**src/logic/pao_pkg.sv**
```systemverilog
package pao_pkg;
  // Word width and pipeline depth
  localparam int SAMPLE_W = 10;
  localparam int LATENCY = 5;
  localparam int WAKE_CYCLES = 5;
  localparam int FIFO_DEPTH = 8;
  // Straight offset binary landmarks
  localparam logic [SAMPLE_W-1:0] CODE_NEG_FS = 10'h000;
  localparam logic [SAMPLE_W-1:0] CODE_MID = 10'h200;
  localparam logic [SAMPLE_W-1:0] CODE_POS_FS = 10'h3ff;
  localparam logic [SAMPLE_W-1:0] SIGN_FLIP = 10'h200;
  localparam logic [SAMPLE_W-1:0] DATA_RESET = 10'h000;
  localparam logic [2:0] CNT_ZERO = 3'h0;
  localparam logic [2:0] CNT_ONE = 3'h1;
  localparam logic [2:0] WAKE_LOAD = 3'h5;
  localparam logic [3:0] LAT_ZERO = 4'h0;
  localparam logic [3:0] LAT_ONE = 4'h1;
  localparam logic [3:0] LAT_FULL = 4'h5;
  typedef enum logic [2:0] {
    PAO_OFF = 3'b001,
    PAO_WAKE = 3'b010,
    PAO_RUN = 3'b100
  } pao_state_t;
endpackage

```
**src/logic/pao_stream_if.sv**
```systemverilog
`timescale 1ns/1ps
`default_nettype none
interface pao_stream_if #(parameter int W = 10);
  logic valid;
  logic ready;
  logic [W-1:0] data;
  modport src (output valid, output data, input ready);
  modport snk (input valid, input data, output ready);
endinterface
`default_nettype wire

```
**src/logic/pao_fifo.sv**
```systemverilog
`timescale 1ns/1ps
`default_nettype none
module pao_fifo #(
  parameter int W = 10,
  parameter int DEPTH = 8
) (
  input wire logic clk,
  input wire logic ce,
  input wire logic clr,
  pao_stream_if.snk in_s,
  pao_stream_if.src out_s
);
  localparam int AW = $clog2(DEPTH);
  logic [W-1:0] mem [DEPTH];
  logic [AW-1:0] wr_ptr, next_wr_ptr, rd_ptr, next_rd_ptr;
  logic [AW:0] count, next_count;
  logic push, pop;

  assign in_s.ready = (count != (AW+1)'(DEPTH));
  assign out_s.valid = (count != '0);
  assign out_s.data = mem[rd_ptr];
  assign push = in_s.valid && in_s.ready;
  assign pop = out_s.valid && out_s.ready;

  always_comb
  begin
    next_wr_ptr = wr_ptr;
    next_rd_ptr = rd_ptr;
    next_count = count;
    if (push)
    begin
      next_wr_ptr = (wr_ptr == AW'(DEPTH - 1)) ? '0 : wr_ptr + 1'b1;
    end
    if (pop)
    begin
      next_rd_ptr = (rd_ptr == AW'(DEPTH - 1)) ? '0 : rd_ptr + 1'b1;
    end
    if (push && !pop)
    begin
      next_count = count + 1'b1;
    end
    else if (pop && !push)
    begin
      next_count = count - 1'b1;
    end
  end

  always_ff @(posedge clk)
  begin
    if (clr)
    begin
      wr_ptr <= '0;
      rd_ptr <= '0;
      count <= '0;
    end
    else if (ce)
    begin
      wr_ptr <= next_wr_ptr;
      rd_ptr <= next_rd_ptr;
      count <= next_count;
      if (push)
      begin
        mem[wr_ptr] <= in_s.data;
      end
    end
  end
endmodule // pao_fifo
`default_nettype wire

```
**src/logic/pao_pipe.sv**
```systemverilog
`timescale 1ns/1ps
`default_nettype none
module pao_pipe #(
  parameter int W = 10,
  parameter int DEPTH = 5
) (
  input wire logic clk,
  input wire logic ce,
  input wire logic adv,
  input wire logic [W-1:0] din,
  output logic [W-1:0] dout
);
  logic [W-1:0] stage [DEPTH];
  logic [W-1:0] next_stage [DEPTH];

  // One word per stage, all stages advance together
  always_comb
  begin
    for (int i = 0; i < DEPTH; i++)
    begin
      next_stage[i] = stage[i];
    end
    if (adv)
    begin
      next_stage[0] = din;
      for (int i = 1; i < DEPTH; i++)
      begin
        next_stage[i] = stage[i-1];
      end
    end
  end

  genvar g;
  generate
    for (g = 0; g < DEPTH; g++)
    begin : g_stage
      always_ff @(posedge clk)
      begin
        if (ce)
        begin
          stage[g] <= next_stage[g];
        end
      end
    end
  endgenerate

  assign dout = stage[DEPTH-1];
endmodule // pao_pipe
`default_nettype wire

```
**src/logic/pao_top.sv**
```systemverilog
`timescale 1ns/1ps
`default_nettype none
module pao_top
#(
  parameter int W = pao_pkg::SAMPLE_W,
  parameter int DEPTH = pao_pkg::LATENCY
) (
  input wire logic clk,
  input wire logic sys_rst,
  input wire logic ce,
  input wire logic [pao_pkg::SAMPLE_W-1:0] sample_twos,
  input wire logic output_enable_n,
  input wire logic power_down,
  output logic [pao_pkg::SAMPLE_W-1:0] data_out,
  output logic [pao_pkg::SAMPLE_W-1:0] data_oe,
  output logic data_valid,
  output logic fifo_valid,
  output logic [pao_pkg::SAMPLE_W-1:0] fifo_data,
  input wire logic fifo_ready,
  output logic fifo_overflow
);
  import pao_pkg::*;

  ////////////////////////////////////////////////////////////////////////////
  // Coding: the quantizer result arrives in two's complement; flipping the
  // MSB gives straight offset binary, which is monotonic over the full range

  logic [SAMPLE_W-1:0] coded;
  assign coded = sample_twos ^ SIGN_FLIP;

  ////////////////////////////////////////////////////////////////////////////
  // Fixed latency pipeline

  logic [SAMPLE_W-1:0] pipe_out;
  pao_pipe #(
    .W(SAMPLE_W),
    .DEPTH(DEPTH)
  ) u_pipe (
    .clk(clk),
    .ce(ce),
    .adv(1'b1),
    .din(coded),
    .dout(pipe_out)
  );

  ////////////////////////////////////////////////////////////////////////////
  // Power state: the pipeline holds junk from power-down, so the first
  // words after exit are flagged invalid rather than cleared

  pao_state_t state, next_state;
  logic [2:0] wake_cnt, next_wake_cnt;
  // Power-down returning mid-count sends the machine back to the start

  always_comb
  begin
    next_state = state;
    next_wake_cnt = wake_cnt;
    case (state)
      PAO_OFF:
      begin
        if (!power_down)
        begin
          next_state = PAO_WAKE;
          next_wake_cnt = WAKE_LOAD;
        end
      end
      PAO_WAKE:
      begin
        if (power_down)
        begin
          next_state = PAO_OFF;
        end
        else if (wake_cnt == CNT_ONE)
        begin
          next_state = PAO_RUN;
          next_wake_cnt = CNT_ZERO;
        end
        else
        begin
          next_wake_cnt = wake_cnt - 3'h1;
        end
      end
      PAO_RUN:
      begin
        if (power_down)
        begin
          next_state = PAO_OFF;
        end
      end
      default:
      begin
        next_state = PAO_OFF;
        next_wake_cnt = CNT_ZERO;
      end
    endcase
  end

  always_ff @(posedge clk)
  begin
    if (sys_rst)
    begin
      state <= PAO_OFF;
      wake_cnt <= CNT_ZERO;
    end
    else if (ce)
    begin
      state <= next_state;
      wake_cnt <= next_wake_cnt;
    end
  end

  ////////////////////////////////////////////////////////////////////////////
  // Output stage, every port from a flip-flop

  logic next_drive;
  logic next_valid;
  logic [SAMPLE_W-1:0] next_data;
  logic fifo_in_ready;
  logic next_overflow;

  always_comb
  begin
    next_drive = !output_enable_n && !power_down;
    next_valid = (next_state == PAO_RUN);
    // Words from the power-down period are never shown as valid data
    next_data = pipe_out;
    next_overflow = fifo_overflow;
    // The buffer is fed from the registered word, so loss is judged there
    if (data_valid && !fifo_in_ready)
    begin
      next_overflow = 1'b1;
    end
  end

  always_ff @(posedge clk)
  begin
    if (sys_rst)
    begin
      data_out <= DATA_RESET;
      data_oe <= '0;
      data_valid <= 1'b0;
      fifo_overflow <= 1'b0;
    end
    else if (ce)
    begin
      data_out <= next_data;
      data_oe <= {SAMPLE_W{next_drive}};
      data_valid <= next_valid;
      fifo_overflow <= next_overflow;
    end
  end

  ////////////////////////////////////////////////////////////////////////////
  // Capture buffer: the converter cannot stall, so a full buffer drops the
  // word and raises a sticky overflow flag

  pao_stream_if #(.W(SAMPLE_W)) fin ();
  pao_stream_if #(.W(SAMPLE_W)) fout ();
  assign fin.valid = data_valid;
  assign fin.data = data_out;
  assign fifo_in_ready = fin.ready;

  pao_fifo #(
    .W(SAMPLE_W),
    .DEPTH(FIFO_DEPTH)
  ) u_fifo (
    .clk(clk),
    .ce(ce),
    .clr(sys_rst),
    .in_s(fin.snk),
    .out_s(fout.src)
  );

  logic [SAMPLE_W-1:0] next_fifo_data;
  logic next_fifo_valid;
  logic fifo_take;
  // Registered skid of one word so the port comes from a flip-flop
  assign fifo_take = fout.valid && (!fifo_valid || fifo_ready);
  assign fout.ready = fifo_take;

  always_comb
  begin
    next_fifo_valid = fifo_valid;
    next_fifo_data = fifo_data;
    if (fifo_valid && fifo_ready)
    begin
      next_fifo_valid = 1'b0;
    end
    if (fifo_take)
    begin
      next_fifo_valid = 1'b1;
      next_fifo_data = fout.data;
    end
  end

  always_ff @(posedge clk)
  begin
    if (sys_rst)
    begin
      fifo_valid <= 1'b0;
      fifo_data <= DATA_RESET;
    end
    else if (ce)
    begin
      fifo_valid <= next_fifo_valid;
      fifo_data <= next_fifo_data;
    end
  end

  ////////////////////////////////////////////////////////////////////////////
  // Checks

  logic [3:0] lat_cnt, next_lat_cnt;

  // Counts enabled edges after reset, so the latency check only starts once
  // the pipeline holds words taken after reset
  always_comb
  begin
    next_lat_cnt = lat_cnt;
    if (lat_cnt != LAT_FULL)
    begin
      next_lat_cnt = lat_cnt + LAT_ONE;
    end
  end

  always_ff @(posedge clk)
  begin
    if (sys_rst)
    begin
      lat_cnt <= LAT_ZERO;
    end
    else if (ce)
    begin
      lat_cnt <= next_lat_cnt;
    end
  end
endmodule // pao_top
`default_nettype wire

```
**config.mk**
```make
export PLATFORM = sky130hd
export DESIGN_NAME = pao_top
export DESIGN_NICKNAME = d
export VERILOG_FILES = /design/src/logic/pao_pkg.sv /design/src/logic/pao_stream_if.sv /design/src/logic/pao_fifo.sv /design/src/logic/pao_pipe.sv /design/src/logic/pao_top.sv
export SDC_FILE = /design/constraint.sdc
export NUM_CORES = 1
export LEC_CHECK = 0
export ABC_AREA = 1
export BUFFER_PORTS_ARGS = -buffer_cell sky130_fd_sc_hd__buf_2
export CAP_MARGIN = 30
export CORE_MARGIN = 5
export CORE_UTILIZATION = 50
export DETAILED_ROUTE_END_ITERATION = 10
export PLACE_DENSITY = 0.74
export SKIP_CTS_REPAIR_TIMING = 1
export SLEW_MARGIN = 20
export SYNTH_ARGS = -nofsm -noshare
export SYNTH_HDL_FRONTEND = slang
export SYNTH_SLANG_ARGS = --single-unit
```
**constraint.sdc**
```tcl
create_clock -name clk -period 2.3 [get_ports clk]
set_input_delay 0.23 -clock clk [delete_from_list [all_inputs] [get_ports clk]]
set_output_delay 0.23 -clock clk [all_outputs]
set_load 0.02 [all_outputs]
```
After elaboration in Yosys (flattened, before gate mapping). Memory sizes are Yosys's and may differ from the RTL's. A register that Yosys moved wholly into a read port is not among the register bits. Index checks and enable logic that the tools add are counted.

Output and inout bits: 33. Word-level logic and storage cells: 74. Memories kept: 2. Flip-flop bits (word level): 20. Memory bits (writable): 130.

Muxes and demuxes: 21. Bitwise logic cells: 2. Equal/unequal tests: 10. Reduce and logical (&&, ||, !) cells: 25. Add/subtract/negate cells: 5.

Memory list: u_fifo.mem (words 8, width 10, read ports 1, clocked after Yosys merged registers in 1, write ports 1, RTL line pao_fifo.sv:14) `logic [W-1:0] mem [DEPTH];`; u_pipe.stage (words 5, width 10, read ports 5, clocked after Yosys merged registers in 1, write ports 5, RTL line pao_pipe.sv:13) `logic [W-1:0] stage [DEPTH];`.

Operators with widths (count): 3-bit 2-to-1 mux (9); 3-bit one-hot mux with 3 select lines (2); 3-bit equality test, second input constant (4); 2-bit AND reduction (6); 1-bit logical AND (8); 1-bit 2-to-1 mux (8); 4-bit 2-to-1 mux (2); 3-bit by 1-bit adder with 3-bit output, second input constant (2); 3-bit by 1-bit equality test with 1-bit output, second input constant (2); 1-bit zero test (6); 4-bit by 1-bit adder with 4-bit output, second input constant (1); 2-bit inequality test, second input constant (2); 4-bit inequality test, second input constant (1); 4-bit AND reduction (1); 2-bit nonzero test (2); 4-bit nonzero test (1); 4-bit by 1-bit subtractor with 4-bit output, second input constant (1); 3-bit by 2-bit equality test with 1-bit output, second input constant (1); 3-bit by 1-bit subtractor with 3-bit output, second input constant (1); 1-bit NOT (2); 1-bit logical OR (1).

Depth between registers and ports, before layout. Gate-level depths: netlist of run 1.

Depth in word-level cells: 8. Depth in mapped cells: 12. Gate-level depth less buffers: 12.

Modules after synthesis. A second synthesis of run 1 with hierarchy kept.

Cell total of the unflattened synthesis: 588. Area total of the unflattened synthesis: 6804.0 sq um.

Modules (own cells, without submodules): pao_fifo (seq. area each 2662.6 sq um, area each 3923.8 sq um, times used 1, cells an instance 351); pao_pipe (seq. area each 1501.4 sq um, area each 1584.0 sq um, times used 1, cells an instance 62); pao_top (seq. area each 600.6 sq um, area each 1296.2 sq um, times used 1, cells an instance 175).

Worst setup path before layout of run 1. OpenSTA, ideal clock, no wires.

Path type: register -> register. From: reg u_fifo.count[0]. To: reg u_fifo.count[3]. Slack: 0.436 ns. Stages on the path, launching flop included: 13. Setup time: 0.119 ns. Arrival time: 1.745 ns. Cells stage by stage: dfxtp_1 -> nor2_1 -> nand3_1 -> and2_1 -> ha_1 -> inv_1 -> ha_1 -> a21oi_1 -> nand2_1 -> o21ai_0 -> nand2_1 -> nand2_1 -> a21oi_1.

Longest elaborated chain between the ends: 7.

RTL lines: start, declared (RTL line pao_fifo.sv:16) `logic [AW:0] count, next_count;`; start signal, assigned (RTL line pao_fifo.sv:60) `count <= next_count;`; branches (longest 7 deep; another with 4-bit by 1-bit subtractor with 4-bit output).

Several ways; the timed one is not identified. The select of a mux whose other input is x is not followed. A chain may end at the register's enable or synchronous reset.

Worst setup path in the final report of run 1. Ends and elaborated chain as after synthesis.

==> flow_metrics.env, run 1 <==
export IMPL_fmax_ghz=0.4761
export IMPL_clk_latency_ns=0.42
export IMPL_skew_ns=0.004978
export IMPL_seqPwrFrac=0.453
export IMPL_synth_area_um2=6751
export IMPL_synthTopCellsByCount="nand2_1 (141), edfxtp_1 (130), inv_1 (82), nand3_1 (72), nor2_1 (48)"
export IMPL_cp_common_cell="nand2_1"
export IMPL_ant_nets=0
export IMPL_io_pins=49
export IMPL_grt_pass1_wl_um=21230
export IMPL_startpoint_type="flip-flop"
export IMPL_muxShareOfSynthArea=0
export IMPL_portBuffers=48
export IMPL_grt_max_degree=62
export IMPL_core_um2=13240
export IMPL_routed_via_density=5.165
export IMPL_drive_gt1_frac=0.1458
export IMPL_finalPower_uw=8105
export IMPL_drc=0
export IMPL_max_vdd_ir_drop_mv=0.6725
export IMPL_ys_ff_latch=170
export IMPL_final_nets=699
export IMPL_timing_slew_headroom=0.5355
export IMPL_cp_arrival_ns=2.39
export IMPL_hold_class="input pin to flip-flop"
export IMPL_synth_simple_area_share=0.1638
export IMPL_synth_xor_xnor_area_share=0.002595
export IMPL_clk_path_buf_depth=2
export IMPL_critPathKind="flip-flop to flip-flop"
export IMPL_synth_fa_ha_area_frac=0.01964
export IMPL_avgRoutedWirePerCell_um=15.34
export IMPL_drv_slew=0
export IMPL_crit_path_max_incr_delay_ns=0.37
export IMPL_vias=4452
export IMPL_first_pass_iters=5
export IMPL_nFillCells=1059
export IMPL_ys_warn_count=0
export IMPL_synthArstFlopShare=0
export IMPL_maxCapViolCount=0
export IMPL_cts_clk_slew_worst_paths_ns=0.06
export IMPL_cp_slowest_cell="dfxtp_1"
export IMPL_yosysSeqAreaShare=0.6968
export IMPL_worst_path_max_fanout=4
export IMPL_fin_ws_ns=0.1996
export IMPL_synth_most_common_cell="nand2_1"
export IMPL_hold_violations=0
export IMPL_cts_made_buffers=17
export IMPL_routed_wl_um=13230
export IMPL_synth_compound_area_frac=0.03984
export IMPL_rows=42
export IMPL_place_inst=821
export IMPL_yosys_top_cells_area="edfxtp_1 (58%), dfxtp_1 (12%), nand2_1 (7.8%), nand3_1 (5.3%), inv_1 (4.6%)"
export IMPL_dpl_worst_slack_ns=0.1418
export IMPL_place_congestion=0.8636
export IMPL_grt_usage=0.1718
export IMPL_met2_length_um=7054
export IMPL_power_frac_comb=0.188
export IMPL_synthCells=617
export IMPL_h_tree_depth=4
export IMPL_netSwitchingPower_uw=2303
export IMPL_p_per_area_nw_per_um2=1037
export IMPL_synthFlopType="edfxtp_1"
export IMPL_cts_root_buf="clkbuf_16"
export IMPL_leakage_uw=0.003261
export IMPL_status="finished clean"
export IMPL_tns_ns=0
export IMPL_worst_setup_path_end_kind="flip-flop"
export IMPL_fin_crit_ns=2.100
export IMPL_overflow=0
export IMPL_synth_edf_count=130
export IMPL_yosysUniqueCellTypes=26
export IMPL_wl_met1_um=5081
export IMPL_wl_met3_um=803
export IMPL_grt_pass1_vias=4357
export IMPL_die_x_um=126.2
export IMPL_antenna_found_initial=0
export IMPL_worst_slew_pin_slew_ns=0.6957
export IMPL_power_internal_uw=5802
export IMPL_die_area_um2=15930
export IMPL_synth_top_family_by_area="simple AND/OR/NAND/NOR gates"
export IMPL_final_setup_viol_count=0
export IMPL_yosysTopAreaCellShare=0.5782
export IMPL_highest_layer="met4"
export IMPL_area_growth_synth_to_final_pct=15.73
export IMPL_cp_required_ns=2.59
export IMPL_rsz0062_at_grt="no"
export IMPL_holdWs_ns=0.05873
export IMPL_avgSynthCellArea_um2=10.94
export IMPL_finalNonFillerCells=862
export IMPL_syn_num_nets=643
export IMPL_initial_core_util=0.5098
export IMPL_synth_top_cell_by_area="edfxtp_1"
export IMPL_cts_sinks=170
export IMPL_die_h_um=126.2
export IMPL_min_period_over_period=0.9132
export IMPL_drt_initial_drc_count=439
export IMPL_switching_share=0.2841
export IMPL_p_clk_frac=0.359
export IMPL_path_cells="nor2_2, nand3_1, and2_1, ha_1, inv_2, ha_1, a21oi_1, nand2_1, o21ai_0, nand2_1, nand2_1, a21oi_2"
export IMPL_cts_tree="done"
export IMPL_dp_final_hpwl_um=8286
export IMPL_n_antenna_cell=0
[stage by stage]
stage          instance area (um2)  utilization
3_3_place_gp                  7108       0.5368
3_5_place_dp                  7108       0.5368
2_1_floorplan                 6751            -
6_report                      7814       0.5900
4_1_cts                       7717       0.5828
5_1_grt                       7814       0.5900
[final timing paths]
path	startpoint	to	slack [ns]	depth (start not counted)
worst max-delay path	u_fifo.count[0]$_SDFFE_PP0P_	u_fifo.count[3]$_SDFFE_PP0P_	0.20	12
worst min-delay path	output_enable_n	data_oe[0]$_SDFFE_PP0P_	0.06	4
worst max register to register	u_fifo.count[0]$_SDFFE_PP0P_	u_fifo.count[3]$_SDFFE_PP0P_	0.20	12
worst min register to register	u_pipe.stage[1][3]$_DFFE_PP_	u_pipe.stage[2][3]$_DFFE_PP_	0.42	0
[area by class of cell]
cell class / instances / area, um2 / area share
Clock buffer: 19 / 432.9 / 0.05540
Clock inverter: 13 / 176.4 / 0.02258
Inverter: 85 / 320.3 / 0.04099
Multi-Input combinational cell: 329 / 1531 / 0.1960
Sequential cell: 170 / 4705 / 0.6021
Tap cell: 176 / 220.2 / 0.02818
Timing Repair Buffer: 70 / 427.9 / 0.05476
[metal layers]
metal | vias up | GRT usage
met5 | - | 0
met4 | 0 | 0.07445
met3 | 25 | 0.05250
met2 | 140 | 0.3005
met1 | 2147 | 0.1944
li1 | 2140 | -
[logic make-up after synthesis]
kind of cell	after synthesis
DFF	170
xor gates and xnor gates	2
AOI/OAI and AO/OA	52
buffers and inverters	118
and+or+nand+nor	265
adders and majority gates	10
[flip-flops by register name, summed over array words and instances (netlist names)]
name and flops:
data_out 10, data_valid 1, u_fifo.rd_ptr 3, u_fifo.mem 80, fifo_overflow 1, state 3, wake_cnt 3, u_fifo.wr_ptr 3
data_oe 1, u_fifo.count 4, u_pipe.stage 50, fifo_valid 1, fifo_data 10
[worst max-delay path, delay by kind of cell, from the launching register on]
family,cells,cell delay (ns)
flops,1,0.37
fa+ha+maj,2,0.47
buf+inv,1,0.10
simple gates,6,0.66
compound gates,3,0.37
[layout by cell type (no fill, tap or decap), drive strengths merged]
cell,instances
dfxtp,40
o21ai,24
inv,84
a21boi,1
nand2,142
nor2,48
dlygate4sd3,9
and2,1
ha,9
o21a,1
edfxtp,130
xor2,1
bufinv,4
fa,1
nand3,73
clkinvlp,2
clkinv,8
xnor2,1
buf,61
or2,1
clkbuf,19
a21oi,26
[power groups by stage]
stage / sequential (uW) / combinational [uW] / clock, uW
2_1_floorplan: 3790 / 1040 / 0
3_3_place_gp: 3710 / 1410 / 0
3_5_place_dp: 3730 / 1460 / 0
4_1_cts: 3670 / 1490 / 2960
5_1_grt: 3700 / 1710 / 3110
6_report: 3670 / 1520 / 2910
(Power assumes the default switching activity.)
==> inputs of run 2 (changes only) <==
- SETUP_SLACK_MARGIN: default -> 0.5
==> run 2 against run 1 <==
Against the previous run: global-route usage shrank 0.90 points; via count is 1.9% lower; clock skew increased by 0.014 ns; final cell count unchanged; combinational power increased by 6%; power is 2.2% higher.
==> flow_metrics.env, run 2 (synthesis gave the netlist of run 1 again) <==
export IMPL_status="finished clean"
export IMPL_routed_wl_um=12790
export IMPL_top_regs="u_fifo.mem x80, u_pipe.stage x50"
export IMPL_timing_slew_headroom=0.5167
export IMPL_final_nets=699
export IMPL_core_um2=13240
export IMPL_leakage_uw=0.003289
export IMPL_finalPower_uw=8279
export IMPL_largest_reg_flops=80
export IMPL_cp_top_family="simple AND/OR/NAND/NOR gates"
export IMPL_cts_clk_slew_worst_paths_ns=0.06
export IMPL_hold_depth=2
export IMPL_path_cells="nor2_2, nand2_2, nand2_1, ha_4, inv_4, ha_1, nand3_2, nand2_1, o21ai_1, nand2_1, nand2_1, a21oi_1"
export IMPL_grt_pass1_vias=4304
export IMPL_hold_class="input pin to flip-flop"
export IMPL_die_area_um2=15930
export IMPL_h_tree_depth=4
export IMPL_cp_required_ns=2.64
export IMPL_drive_gt1_frac=0.1618
export IMPL_die_x_um=126.2
export IMPL_met1_usage=0.1942
export IMPL_r2r_start="u_fifo.count[3]$_SDFFE_PP0P_"
export IMPL_cp_common_cell="nand2_1"
export IMPL_first_pass_iters=5
export IMPL_rr_endpoint="u_fifo.count[3]$_SDFFE_PP0P_"
export IMPL_routed_via_density=5.067
export IMPL_ant_nets=0
export IMPL_min_period_over_period=0.7728
export IMPL_rsz0062_at_grt="yes"
export IMPL_critPathKind="flip-flop to flip-flop"
export IMPL_drc=0
export IMPL_grt_busiest_layer="met2"
export IMPL_vias=4368
export IMPL_overflow=0
export IMPL_cp_arrival_ns=2.12
export IMPL_cts_root_buf="clkbuf_16"
export IMPL_tns_ns=0
export IMPL_skew_ns=0.01878
export IMPL_grt_max_degree=62
export IMPL_fin_ws_ns=0.5226
export IMPL_worst_setup_path_end_kind="flip-flop"
export IMPL_dp_final_hpwl_um=7961
export IMPL_multi_input_area_um2=1584
export IMPL_path_buf_inv=1
export IMPL_antenna_found_initial=0
export IMPL_final_setup_viol_count=0
export IMPL_min_to="u_pipe.stage[0][9]$_DFFE_PP_"
export IMPL_place_congestion=0.8526
export IMPL_crit_path_max_incr_delay_ns=0.37
export IMPL_initial_core_util=0.5098
export IMPL_final_cell_mix="nand2_1 (141), edfxtp_1 (130), inv_1 (81)"
export IMPL_drt_initial_drc_count=325
export IMPL_maxCapViolCount=0
export IMPL_grt_pass1_wl_um=20460
export IMPL_grtUsageMet2=0.2808
export IMPL_drv_slew=0
export IMPL_rows=42
export IMPL_clk_latency_ns=0.43
export IMPL_cp_slowest_cell="dfxtp_1"
export IMPL_avgRoutedWirePerCell_um=14.83
export IMPL_cts_sinks=170
export IMPL_layout_commonest_cell="nand2_1"
export IMPL_r2r_cells=12
export IMPL_portBuffers=48
export IMPL_cts_made_buffers=17
export IMPL_grt_usage=0.1628
export IMPL_nFillCells=1057
export IMPL_met3_usage=0.04784
export IMPL_rrSetupSlack_ns=0.52
export IMPL_fin_crit_ns=1.777
export IMPL_seq_area_um2=4713
export IMPL_hold_violations=0
export IMPL_fmax_ghz=0.5626
export IMPL_worst_path_max_fanout=5
export IMPL_dpl_worst_slack_ns=0.3031
export IMPL_hold_start="sample_twos[9]"
export IMPL_cts_tree="done"
export IMPL_worst_slew_pin_slew_ns=0.7239
export IMPL_die_h_um=126.2
export IMPL_io_pins=49
export IMPL_max_vdd_ir_drop_mv=0.5728
export IMPL_clk_path_buf_depth=2
export IMPL_place_inst=820
export IMPL_n_antenna_cell=0
export IMPL_startpoint_type="flip-flop"
export IMPL_finalNonFillerCells=862
export IMPL_area_growth_synth_to_final_pct=17.16
export IMPL_p_per_area_nw_per_um2=1047
export IMPL_postLayoutCoreUtil=0.5973
export IMPL_top_register="u_fifo.mem"
==> run 2: cell types whose count changed in the layout (fill, tap and decap cells not counted), sizes merged <==
cell    before  now
clkbuf      19   22
bufinv       4    3
clkinv       8    6
==> run 2: where the power goes <==
part           internal, uW  switching, uW  leakage [uW]
Combinational           534           1080       0.00143
Clock                  1880           1100      0.000311
Sequential             3530            156       0.00155
Total                  5950           2330       0.00329
==> run 2: worst register-to-register path: cells and delay by family (launching register included) <==
kind	cells	cell delay [ns]
AO/OA/AOI/OAI	2	0.18
adder cells (fa/ha/maj)	2	0.46
buffers and inverters	1	0.05
flip-flops	1	0.37
AND/OR/NAND/NOR	7	0.64
==> run 2: routing by layer <==
metal  up-vias  share of wire
met3        15          0.066
met5         -              0
met2       143           0.52
met4         0          0.011
li1       2135              -
met1      2075           0.40
==> run 2: cell type report <==
| type | count | share of cell area |
|---|---|---|
| clock inverter | 10 | 0.01724 |
| clock buffer | 22 | 0.06390 |
| sequential | 170 | 0.5959 |
| inverter | 85 | 0.04081 |
| timing repair buffer | 70 | 0.05410 |
| tap | 176 | 0.02784 |
| multi-input combinational | 329 | 0.2003 |
==> run 2: worst max-delay path by stage <==
stage               cells past startpoint  slack (ns)                           end                    startpoint
floorplan                               6        0.52    u_fifo.mem[0][0]$_DFFE_PP_  u_fifo.count[0]$_SDFFE_PP0P_
global placement                       12        0.42  u_fifo.count[3]$_SDFFE_PP0P_  u_fifo.count[0]$_SDFFE_PP0P_
detailed placement                     12        0.30  u_fifo.count[3]$_SDFFE_PP0P_  u_fifo.count[0]$_SDFFE_PP0P_
CTS                                    12        0.27  u_fifo.count[3]$_SDFFE_PP0P_  u_fifo.count[0]$_SDFFE_PP0P_
global route                           12        0.40  u_fifo.count[3]$_SDFFE_PP0P_  u_fifo.count[3]$_SDFFE_PP0P_
finish                                 12        0.52  u_fifo.count[3]$_SDFFE_PP0P_  u_fifo.count[3]$_SDFFE_PP0P_
==> run 2: per-stage QoR <==
stage | hold WS [ns] | cell area (um2)
after floorplan | 0.3289 | 6770
after global placement | 0.4027 | 7119
after detailed placement | 0.4045 | 7119
after CTS | -0.03407 | 7761
after global routing | 0.05531 | 7910
final | 0.05733 | 7910
